File: src/rtl/mft_pkg.sv
`default_nettype none
package mft_pkg;
	// Register addresses on the 6-bit register port
	localparam logic [5:0] MFT_ADDR_START_PWM = 6'h20;
	localparam logic [5:0] MFT_ADDR_ALPHA_WAIT = 6'h22;
	localparam logic [5:0] MFT_ADDR_ALPHA_COUNT = 6'h24;
	localparam logic [5:0] MFT_ADDR_ALPHA_PERIOD = 6'h25;
	localparam logic [5:0] MFT_ADDR_BETA_WAIT = 6'h27;
	localparam logic [5:0] MFT_ADDR_BETA_COUNT = 6'h29;
	localparam logic [5:0] MFT_ADDR_BETA_PERIOD = 6'h2A;
	// Field positions
	localparam int MFT_WAIT_LSB = 0;
	localparam int MFT_PWM_DIV_LSB = 8;
	localparam int MFT_PWM_SCALE_LSB = 13;
	localparam int MFT_TRIM_LSB = 8;
	// Values after reset
	localparam logic [7:0] MFT_START_WAIT_RST = 8'h0A;
	localparam logic [7:0] MFT_EXC_WAIT_RST = 8'h03;
	localparam logic [4:0] MFT_PWM_DIV_RST = 5'h1C;
	localparam logic [1:0] MFT_PWM_SCALE_RST = 2'h1;
	localparam logic [5:0] MFT_TRIM_RST = 6'h00;
	localparam logic [7:0] MFT_COUNT_RST = 8'h00;
	localparam logic [15:0] MFT_PERIOD_RST = 16'h0000;
	// Cycle counts
	localparam int MFT_WAIT_UNIT_LOG2 = 13;
	localparam int MFT_FINE_PER_COUNT_LOG2 = 3;
	localparam logic [17:0] MFT_CYCLES_PER_FINE = 18'h00003;
	localparam int MFT_PWM_BASE_LOG2 = 3;
	typedef enum logic [1:0] {MFT_IDLE, MFT_EXC_WAIT, MFT_RUN} mft_motor_state_t;
endpackage
`default_nettype wire

File: src/rtl/mft_frame_timing.sv
// What this block does
// - Step period times 768 clocks per electrical cycle
// - Frame motion lasts period times count times 24
// - Frame sync edge cancels unfinished motion
// - Step count sets rotation per frame
// - Start wait lasts n times 8192 clocks
// - Start wait begins at frame sync edge
// - Excitation wait n times 8192 after start wait
// - Motor rotates after its excitation wait ends; zero wait never starts it
// - PWM divider zero acts as one
// - PWM period divider times 8 times 2^scale
// - Per-motor 6-bit phase trim, reset zero
// - Trim is two's complement 0.7 degree steps
// - Count n gives 8n fine steps
// - Count zero stops motor, holds position
`default_nettype none
module mft_frame_timing
	import mft_pkg::*;
(
	input wire logic clk,
	input wire logic rst,
	input wire logic ce,
	input wire logic focus_zoom_frame_sync,
	input wire logic reg_wr_en,
	input wire logic [5:0] reg_addr,
	input wire logic [15:0] reg_wr_data,
	output logic [15:0] reg_rd_data,
	output logic start_wait_flag,
	output logic [1:0] excitation_wait_flag,
	output logic [1:0] motor_running,
	output logic [1:0] fine_step,
	output logic [7:0] alpha_position,
	output logic [7:0] beta_position,
	output logic [5:0] alpha_phase_trim_active,
	output logic [5:0] beta_phase_trim_active,
	output logic pwm_period_start
);
	logic [7:0] start_wait;
	logic [4:0] pwm_divider;
	logic [1:0] pwm_divider_scale;
	logic [7:0] exc_wait [2];
	logic [5:0] phase_trim [2];
	logic [7:0] step_count_per_frame [2];
	logic [15:0] step_period [2];
	logic [7:0] work_exc_wait [2];
	logic [7:0] work_count [2];
	logic [15:0] work_period [2];
	logic [4:0] work_pwm_div;
	logic [1:0] work_pwm_scale;
	logic sync_prev;
	logic fs_edge;
	logic [20:0] sw_cnt;
	logic sw_done;
	logic [10:0] pwm_cnt;
	logic [10:0] pwm_last;

	assign fs_edge = focus_zoom_frame_sync & ~sync_prev;

	always_ff @(posedge clk or posedge rst) begin
		if (rst) begin
			start_wait <= MFT_START_WAIT_RST;
			pwm_divider <= MFT_PWM_DIV_RST;
			pwm_divider_scale <= MFT_PWM_SCALE_RST;
			for (int i = 0; i < 2; i++) begin
				exc_wait[i] <= MFT_EXC_WAIT_RST;
				phase_trim[i] <= MFT_TRIM_RST;
				step_count_per_frame[i] <= MFT_COUNT_RST;
				step_period[i] <= MFT_PERIOD_RST;
			end
		end else if (ce && reg_wr_en) begin
			case (reg_addr)
				MFT_ADDR_START_PWM: begin
					start_wait <= reg_wr_data[MFT_WAIT_LSB +: 8];
					pwm_divider <= reg_wr_data[MFT_PWM_DIV_LSB +: 5];
					pwm_divider_scale <= reg_wr_data[MFT_PWM_SCALE_LSB +: 2];
				end
				MFT_ADDR_ALPHA_WAIT: begin
					exc_wait[0] <= reg_wr_data[MFT_WAIT_LSB +: 8];
					phase_trim[0] <= reg_wr_data[MFT_TRIM_LSB +: 6];
				end
				MFT_ADDR_BETA_WAIT: begin
					exc_wait[1] <= reg_wr_data[MFT_WAIT_LSB +: 8];
					phase_trim[1] <= reg_wr_data[MFT_TRIM_LSB +: 6];
				end
				MFT_ADDR_ALPHA_COUNT: step_count_per_frame[0] <= reg_wr_data[7:0];
				MFT_ADDR_BETA_COUNT: step_count_per_frame[1] <= reg_wr_data[7:0];
				MFT_ADDR_ALPHA_PERIOD: step_period[0] <= reg_wr_data;
				MFT_ADDR_BETA_PERIOD: step_period[1] <= reg_wr_data;
				default: begin
				end
			endcase
		end
	end

	always_ff @(posedge clk or posedge rst) begin
		if (rst) begin
			reg_rd_data <= 16'h0000;
		end else if (ce) begin
			case (reg_addr)
				MFT_ADDR_START_PWM: reg_rd_data <= {1'b0, pwm_divider_scale, pwm_divider, start_wait};
				MFT_ADDR_ALPHA_WAIT: reg_rd_data <= {2'h0, phase_trim[0], exc_wait[0]};
				MFT_ADDR_BETA_WAIT: reg_rd_data <= {2'h0, phase_trim[1], exc_wait[1]};
				MFT_ADDR_ALPHA_COUNT: reg_rd_data <= {8'h00, step_count_per_frame[0]};
				MFT_ADDR_BETA_COUNT: reg_rd_data <= {8'h00, step_count_per_frame[1]};
				MFT_ADDR_ALPHA_PERIOD: reg_rd_data <= step_period[0];
				MFT_ADDR_BETA_PERIOD: reg_rd_data <= step_period[1];
				default: reg_rd_data <= 16'h0000;
			endcase
		end
	end

	// A zero start wait never arms, so nothing is latched for that frame
	always_ff @(posedge clk or posedge rst) begin
		if (rst) begin
			sync_prev <= 1'b0;
			start_wait_flag <= 1'b0;
			sw_cnt <= 21'h000000;
			sw_done <= 1'b0;
		end else if (ce) begin
			sync_prev <= focus_zoom_frame_sync;
			sw_done <= 1'b0;
			if (fs_edge && start_wait != 8'h00) begin
				start_wait_flag <= 1'b1;
				sw_cnt <= {start_wait, 13'h0000} - 21'h000001;
			end else if (start_wait_flag) begin
				if (sw_cnt == 21'h000000) begin
					start_wait_flag <= 1'b0;
					sw_done <= 1'b1;
				end else begin
					sw_cnt <= sw_cnt - 21'h000001;
				end
			end
		end
	end

	always_ff @(posedge clk or posedge rst) begin
		if (rst) begin
			work_pwm_div <= MFT_PWM_DIV_RST;
			work_pwm_scale <= MFT_PWM_SCALE_RST;
			alpha_phase_trim_active <= MFT_TRIM_RST;
			beta_phase_trim_active <= MFT_TRIM_RST;
			for (int i = 0; i < 2; i++) begin
				work_exc_wait[i] <= MFT_EXC_WAIT_RST;
				work_count[i] <= MFT_COUNT_RST;
				work_period[i] <= MFT_PERIOD_RST;
			end
		end else if (ce && start_wait_flag && sw_cnt == 21'h000000
			&& !(fs_edge && start_wait != 8'h00)) begin
			work_pwm_div <= pwm_divider;
			work_pwm_scale <= pwm_divider_scale;
			alpha_phase_trim_active <= phase_trim[0];
			beta_phase_trim_active <= phase_trim[1];
			for (int i = 0; i < 2; i++) begin
				work_exc_wait[i] <= exc_wait[i];
				work_count[i] <= step_count_per_frame[i];
				work_period[i] <= step_period[i];
			end
		end
	end

	assign pwm_last = ({6'h00, (work_pwm_div == 5'h00) ? 5'h01 : work_pwm_div}
		<< (MFT_PWM_BASE_LOG2 + int'(work_pwm_scale))) - 11'h001;

	// Restart on a new working set so a shorter period never wraps early
	always_ff @(posedge clk or posedge rst) begin
		if (rst) begin
			pwm_cnt <= 11'h000;
			pwm_period_start <= 1'b0;
		end else if (ce) begin
			pwm_period_start <= 1'b0;
			if (sw_done) begin
				pwm_cnt <= 11'h000;
			end else if (pwm_cnt >= pwm_last) begin
				pwm_cnt <= 11'h000;
				pwm_period_start <= 1'b1;
			end else begin
				pwm_cnt <= pwm_cnt + 11'h001;
			end
		end
	end

	for (genvar m = 0; m < 2; m++) begin : g_motor
		mft_motor_state_t state;
		logic [20:0] wait_cnt;
		logic [17:0] sub_cnt;
		logic [17:0] sub_last;
		logic [10:0] steps_left;
		logic exc_q;
		logic run_q;
		logic step_q;
		logic [7:0] pos_q;

		// Zero period is run as one so the sub-step counter always terminates
		assign sub_last = 18'(((work_period[m] == 16'h0000) ? 16'h0001 : work_period[m]))
			* MFT_CYCLES_PER_FINE - 18'h00001;

		always_ff @(posedge clk or posedge rst) begin
			if (rst) begin
				state <= MFT_IDLE;
				wait_cnt <= 21'h000000;
				sub_cnt <= 18'h00000;
				steps_left <= 11'h000;
				exc_q <= 1'b0;
				run_q <= 1'b0;
				step_q <= 1'b0;
				pos_q <= 8'h00;
			end else if (ce) begin
				step_q <= 1'b0;
				if (fs_edge) begin
					state <= MFT_IDLE;
					exc_q <= 1'b0;
					run_q <= 1'b0;
				end else begin
					case (state)
						MFT_IDLE: begin
							if (sw_done && work_exc_wait[m] != 8'h00) begin
								state <= MFT_EXC_WAIT;
								exc_q <= 1'b1;
								wait_cnt <= {work_exc_wait[m], 13'h0000} - 21'h000001;
							end
						end
						MFT_EXC_WAIT: begin
							if (wait_cnt == 21'h000000) begin
								exc_q <= 1'b0;
								sub_cnt <= 18'h00000;
								steps_left <= {work_count[m], 3'h0};
								if (work_count[m] != 8'h00) begin
									state <= MFT_RUN;
									run_q <= 1'b1;
								end else begin
									state <= MFT_IDLE;
								end
							end else begin
								wait_cnt <= wait_cnt - 21'h000001;
							end
						end
						MFT_RUN: begin
							if (sub_cnt >= sub_last) begin
								sub_cnt <= 18'h00000;
								step_q <= 1'b1;
								pos_q <= pos_q + 8'h01;
								steps_left <= steps_left - 11'h001;
								if (steps_left == 11'h001) begin
									state <= MFT_IDLE;
									run_q <= 1'b0;
								end
							end else begin
								sub_cnt <= sub_cnt + 18'h00001;
							end
						end
						default: state <= MFT_IDLE;
					endcase
				end
			end
		end

		assign excitation_wait_flag[m] = exc_q;
		assign motor_running[m] = run_q;
		assign fine_step[m] = step_q;
	end

	assign alpha_position = g_motor[0].pos_q;
	assign beta_position = g_motor[1].pos_q;

	// Checking helpers
	logic [20:0] sw_len;
	logic [7:0] sw_arm;
	logic [10:0] tally;
	always_ff @(posedge clk or posedge rst) begin
		if (rst) begin
			sw_len <= 21'h000000;
			sw_arm <= 8'h00;
			tally <= 11'h000;
		end else if (ce) begin
			if (fs_edge && start_wait != 8'h00) begin
				sw_len <= 21'h000000;
				sw_arm <= start_wait;
			end else if (start_wait_flag) begin
				sw_len <= sw_len + 21'h000001;
			end
			if (!motor_running[0]) begin
				tally <= 11'h000;
			end else if (g_motor[0].sub_cnt >= g_motor[0].sub_last) begin
				tally <= tally + 11'h001;
			end
		end
	end

	property p_sw_start;
		@(posedge clk) disable iff (rst) ce && fs_edge && start_wait != 8'h00 |=> start_wait_flag;
	endproperty
	a_sw_start: assert property (p_sw_start) else $error("start wait did not begin at frame edge");
	property p_sw_zero;
		@(posedge clk) disable iff (rst) ce && fs_edge && start_wait == 8'h00 && !start_wait_flag
			|=> !start_wait_flag;
	endproperty
	a_sw_zero: assert property (p_sw_zero) else $error("zero start wait armed");
	property p_sw_len;
		@(posedge clk) disable iff (rst) $fell(start_wait_flag) && $past(!fs_edge)
			|-> sw_len == {sw_arm, 13'h0000};
	endproperty
	a_sw_len: assert property (p_sw_len) else $error("start wait length wrong");
	property p_exc_start;
		@(posedge clk) disable iff (rst) ce && sw_done && !fs_edge && work_exc_wait[0] != 8'h00
			|=> excitation_wait_flag[0];
	endproperty
	a_exc_start: assert property (p_exc_start) else $error("excitation wait did not follow start wait");
	property p_run_after_exc;
		@(posedge clk) disable iff (rst) $rose(motor_running[1]) |-> $past(excitation_wait_flag[1]);
	endproperty
	a_run_after_exc: assert property (p_run_after_exc) else $error("motor ran without excitation wait");
	property p_cancel;
		@(posedge clk) disable iff (rst) ce && fs_edge |=> motor_running == 2'b00 && excitation_wait_flag == 2'b00;
	endproperty
	a_cancel: assert property (p_cancel) else $error("motion carried past frame edge");
	property p_pwm_min;
		@(posedge clk) disable iff (rst) pwm_period_start |=> !pwm_period_start [*7];
	endproperty
	a_pwm_min: assert property (p_pwm_min) else $error("PWM period below eight cycles");
	property p_step_gap;
		@(posedge clk) disable iff (rst) fine_step[0] |=> !fine_step[0] [*2];
	endproperty
	a_step_gap: assert property (p_step_gap) else $error("fine steps closer than three cycles");
	property p_trim_latch;
		@(posedge clk) disable iff (rst) $fell(start_wait_flag) && $past(!fs_edge)
			|-> alpha_phase_trim_active == $past(phase_trim[0]);
	endproperty
	a_trim_latch: assert property (p_trim_latch) else $error("trim not latched at start wait end");
	property p_step_total;
		@(posedge clk) disable iff (rst) $fell(motor_running[0]) && $past(!fs_edge)
			|-> tally == {work_count[0], 3'h0};
	endproperty
	a_step_total: assert property (p_step_total) else $error("fine step total per frame wrong");
	property p_zero_count;
		@(posedge clk) disable iff (rst) work_count[1] == 8'h00 && !motor_running[1] |=> !motor_running[1];
	endproperty
	a_zero_count: assert property (p_zero_count) else $error("motor ran with zero step count");
	c_sw_end: cover property (@(posedge clk) disable iff (rst) $fell(start_wait_flag));
	c_run_done: cover property (@(posedge clk) disable iff (rst) $fell(motor_running[0]) && $past(!fs_edge));
	c_cancel: cover property (@(posedge clk) disable iff (rst) motor_running[0] && fs_edge);
endmodule
`default_nettype wire

File: config.mk
export PLATFORM = sky130hd
export DESIGN_NAME = mft_frame_timing
export DESIGN_NICKNAME = d
export VERILOG_FILES = /design/src/rtl/mft_pkg.sv /design/src/rtl/mft_frame_timing.sv
export SDC_FILE = /design/constraint.sdc
export NUM_CORES = 1
export LEC_CHECK = 0
export ABC_CLOCK_PERIOD_IN_PS = 15800
export BUFFER_PORTS_ARGS = -buffer_cell sky130_fd_sc_hd__clkbuf_2
export CAP_MARGIN = 20
export CORE_ASPECT_RATIO = 0.9
export CORE_MARGIN = 2
export CORE_UTILIZATION = 63
export DETAILED_ROUTE_END_ITERATION = 8
export HOLD_SLACK_MARGIN = 0.03
export PLACE_DENSITY = 0.81
export SLEW_MARGIN = 40
export SYNTH_ARGS = -nofsm -noshare
export SYNTH_HDL_FRONTEND = slang
export SYNTH_SLANG_ARGS = --single-unit
File: constraint.sdc
create_clock -name clk -period 15.8 [get_ports clk]
set_input_delay 3.16 -clock clk [delete_from_list [all_inputs] [get_ports clk]]
set_output_delay 3.16 -clock clk [all_outputs]
set_load 0.02 [all_outputs]
==> impl_metrics.ini <==
[synth]
postSynthAreaPerCell_um2 = 9.93
ys_warn_count = 0
async_flop_share_pct = 100
synth_top_area_cell = dfrtp_1
syn_area_um2 = 20400
synth_enable_flop_cells = 0
syn_nets = 2209
synthCells = 2053
seq_area_frac_synth_pct = 43.3
ys_ff_latch = 352
synthFlopType = dfrtp_1
netlist-cell-type-count = 85
yosys-top-cells-area = dfrtp_1 (41%), ha_1 (7.8%), mux2_2 (7.0%), mux2_1 (3.3%), nand2_1 (3.1%)
yosysTopAreaCellShare_pct = 41.0

[worst_hold_path]
hold_end = beta_position[7]
min_path_cells = 1
hp-class = reg -> reg
min_from = beta_position[7]

[drt]
routed_wl_um = 49100
viasPerCell = 6.28
ant_nets = 0
drtPass1Iterations = 7
vias = 16092
wire_per_inst_um = 19.2
drt_iter0_markers = 1517
route.detailed.drc = 0

[die]
io_pins = 79
core-area_um2 = 31900
row_count = 62
die_area_um2 = 33800
die_w_um = 194
start_util_pct = 63.9
fp.dieH_um = 175

[clock_tree]
cts_setup_buffers = 0
cts_made_buffers = 39
h-tree-depth = 2
post_cts_resized = 0
cts_tree = yes
ctsHoldBuffers = 0
clk_latency_ns = 0.53
cts_root_buf = clkbuf_16
clk_path_buf_depth = 3
cts_sinks = 352
cts.clk_slew.worst_paths_ns = 0.06

[global_routing]
grt_use_total_pct = 29.3
grt_pass1_vias = 16013
grt_pass1_wl_um = 81600
antenna_found_initial = 3
grt_max_degree = 89
grt_overflow = 0

[power]
p_leak_nw = 10.8
finalPower_w = 0.00236
clockPowerShare_pct = 39.4
peakVddDrop_v = 0.000100
p_seq_share_pct = 46.3
power_density_nw_per_um2 = 105
intPower_w = 0.00169
p_sw_share_pct = 28.4
power.switching_w = 0.000669
comb_power_share_pct = 14.3

[timing]
hold_viol = 0
finClkSkew_ns = 0.0126
fin_setup_tns_ns = 0
whs_ns = 0.482
maxSlewViolCount = 0
worst_slew_pin_slew_ns = 0.831
period_needed_ns = 6.59
maxSlewHeadroom_pct = 44.6
finalSetupViolations = 0
rsz0062_at_grt = no
finalCritPeriodShare_pct = 41.7
clock.fmax_ghz = 0.152

[worst_setup_path]
endpoint_kind = flop
rr_startpoint = work_period[30]
cp_max_fo = 15
reg2reg_setup_slack_ns = 9.21
r2r_cells = 25
cp_data_arrival_time_ns = 7.04
cp.required_ns = 16.25
r2r-end = g_motor[0].steps_left[7]
cp-start-kind = flop
path_class = reg -> reg

[finish]
syn_to_final_growth_pct = 10.1
final_nets = 2271
fin_area_um2 = 22400
drive_gt1_share_pct = 15.6
fill_cells = 2253

[placement]
port_buffers = 78
post-dp-hpwl_um = 34600
place_area_um2 = 21100
globalplace.congestion = 0.920

[flow_run]
drv_cap = 0

[status]
status = complete, no violations
metrics by stage:
step                      std cells  setup slack, ns  utilization, %
after global routing           2561             8.63            70.4
after global placement         2489             9.00            66.1
after detailed placement       2489             9.17            66.2
final                          2562             9.21            70.4
after CTS                      2558             9.31            70.2
after floorplan                2053             2.91               -
registers in the layout, indices dropped and copies added, names as in the netlist, 6 cells and up:
register                 count
g_motor.steps_left          22
phase_trim                  12
sw_cnt                      21
reg_rd_data                 16
alpha_position               8
step_count_per_frame        16
start_wait                   8
step_period                 32
work_period                 32
exc_wait                    16
g_motor.sub_cnt             36
work_exc_wait               16
beta_position                8
g_motor.wait_cnt            42
alpha_phase_trim_active      6
pwm_cnt                     11
work_count                  16
beta_phase_trim_active       6
placed cells by master, fill, tap and decap left out, types with 12 or more instances in the layout:
master     count
o31ai_1       12
o21ai_0       93
nand3_1       55
ha_1         127
mux2_2       127
nand2b_1      31
buf_4         14
dfrtp_1      334
nand2_1      170
nor4_1        23
a21oi_1      109
and3_1        23
a22oi_1       13
mux2_1        59
nand4_1       26
dfstp_2       18
mux2i_1       13
inv_1        129
clkbuf_2      78
or3_1         21
xor2_1        44
nor2_1       156
clkbuf_16     41
nor3_1        50
xnor2_1       67
a22o_1        13
a31oi_1       30
a21o_1        32
per-layer routing:
metal	vias up	share of wire [%]	track usage, %	wire length, µm
met5	-	0	0.142	0
met1	7886	43	40.4	21200
met3	126	7.3	5.15	3580
li1	7484	-	-	-
met2	596	46	46.5	22500
met4	0	3.7	11.3	1840
cell usage after synthesis, types with 24 or more instances:
cell type	n
mux2_2	127
a21o_1	32
nor4_1	24
nand2_1	170
nor3_1	51
o21ai_0	94
dfrtp_1	334
a21oi_1	109
a31oi_1	30
nand4_1	26
ha_1	127
xor2_1	44
nand2b_1	31
nand3_1	55
nor2_1	159
inv_1	130
mux2_1	59
xnor2_1	67
clkbuf_1	55
power by group through the flow:
| stage | clock network (W) | registers (W) | logic (W) |
|---|---|---|---|
| final | 0.000929 | 0.00109 | 0.000338 |
| after detailed placement | 0 | 0.00110 | 0.000332 |
| after CTS | 0.000934 | 0.00109 | 0.000336 |
| after global routing | 0.000977 | 0.00110 | 0.000379 |
| after global placement | 0 | 0.00110 | 0.000314 |
| after floorplan | 0 | 0.00108 | 0.000241 |
how the worst max path moves through the flow:
stage | start | depth (start not counted) | slack [ns] | endpoint
after floorplan | rst | 1 | 2.91 | alpha_phase_trim_active[0]
after global placement | ce | 10 | 9.00 | g_motor[0].sub_cnt[16]
after detailed placement | ce | 10 | 9.17 | g_motor[0].sub_cnt[16]
after CTS | work_period[30] | 25 | 9.31 | g_motor[0].steps_left[7]
after global routing | work_period[30] | 26 | 8.63 | g_motor[0].steps_left[7]
final | work_period[30] | 25 | 9.21 | g_motor[0].steps_left[7]
worst max-delay path, stage by stage, from the launching register on:
cell	delay, ns
dfrtp_1	0.41
inv_1	0.11
ha_1	0.20
and2_0	0.23
nand3_1	0.43
nand2_1	0.23
ha_1	0.17
inv_1	0.04
ha_1	0.34
a21oi_1	0.19
a21boi_0	0.14
o31ai_1	0.35
a21oi_1	0.15
a221oi_1	0.36
o21ai_0	0.15
a21oi_1	0.20
xnor2_1	0.16
ha_1	0.28
a21o_1	0.17
a21o_1	0.21
a2111oi_1	0.61
a211oi_1	0.19
buf_4	0.22
nor2_1	0.59
o21ai_0	0.26
o21ai_1	0.12
final cells by class:
cell class | count | area, µm² | area share, %
flip-flops and latches | 352 | 8830 | 39.4
diodes | 3 | 7.51 | 0.0335
multi-input cells | 1494 | 10700 | 47.8
clock inverters | 12 | 166 | 0.742
clock buffers | 57 | 1140 | 5.06
inverters | 131 | 499 | 2.23
repair buffers | 97 | 552 | 2.46
well taps | 416 | 520 | 2.32
cells by family after synthesis:
logic type,synth area share [%]
AND/OR/NAND/NOR,15.5
AO/OA/AOI/OAI,13.2
flip-flops,43.3
buffers and inverters,4.23
multiplexers,10.9
adder cells (fa/ha/maj),7.99
XOR/XNOR,4.77
Note: power is estimated with default switching activity, not from simulation.
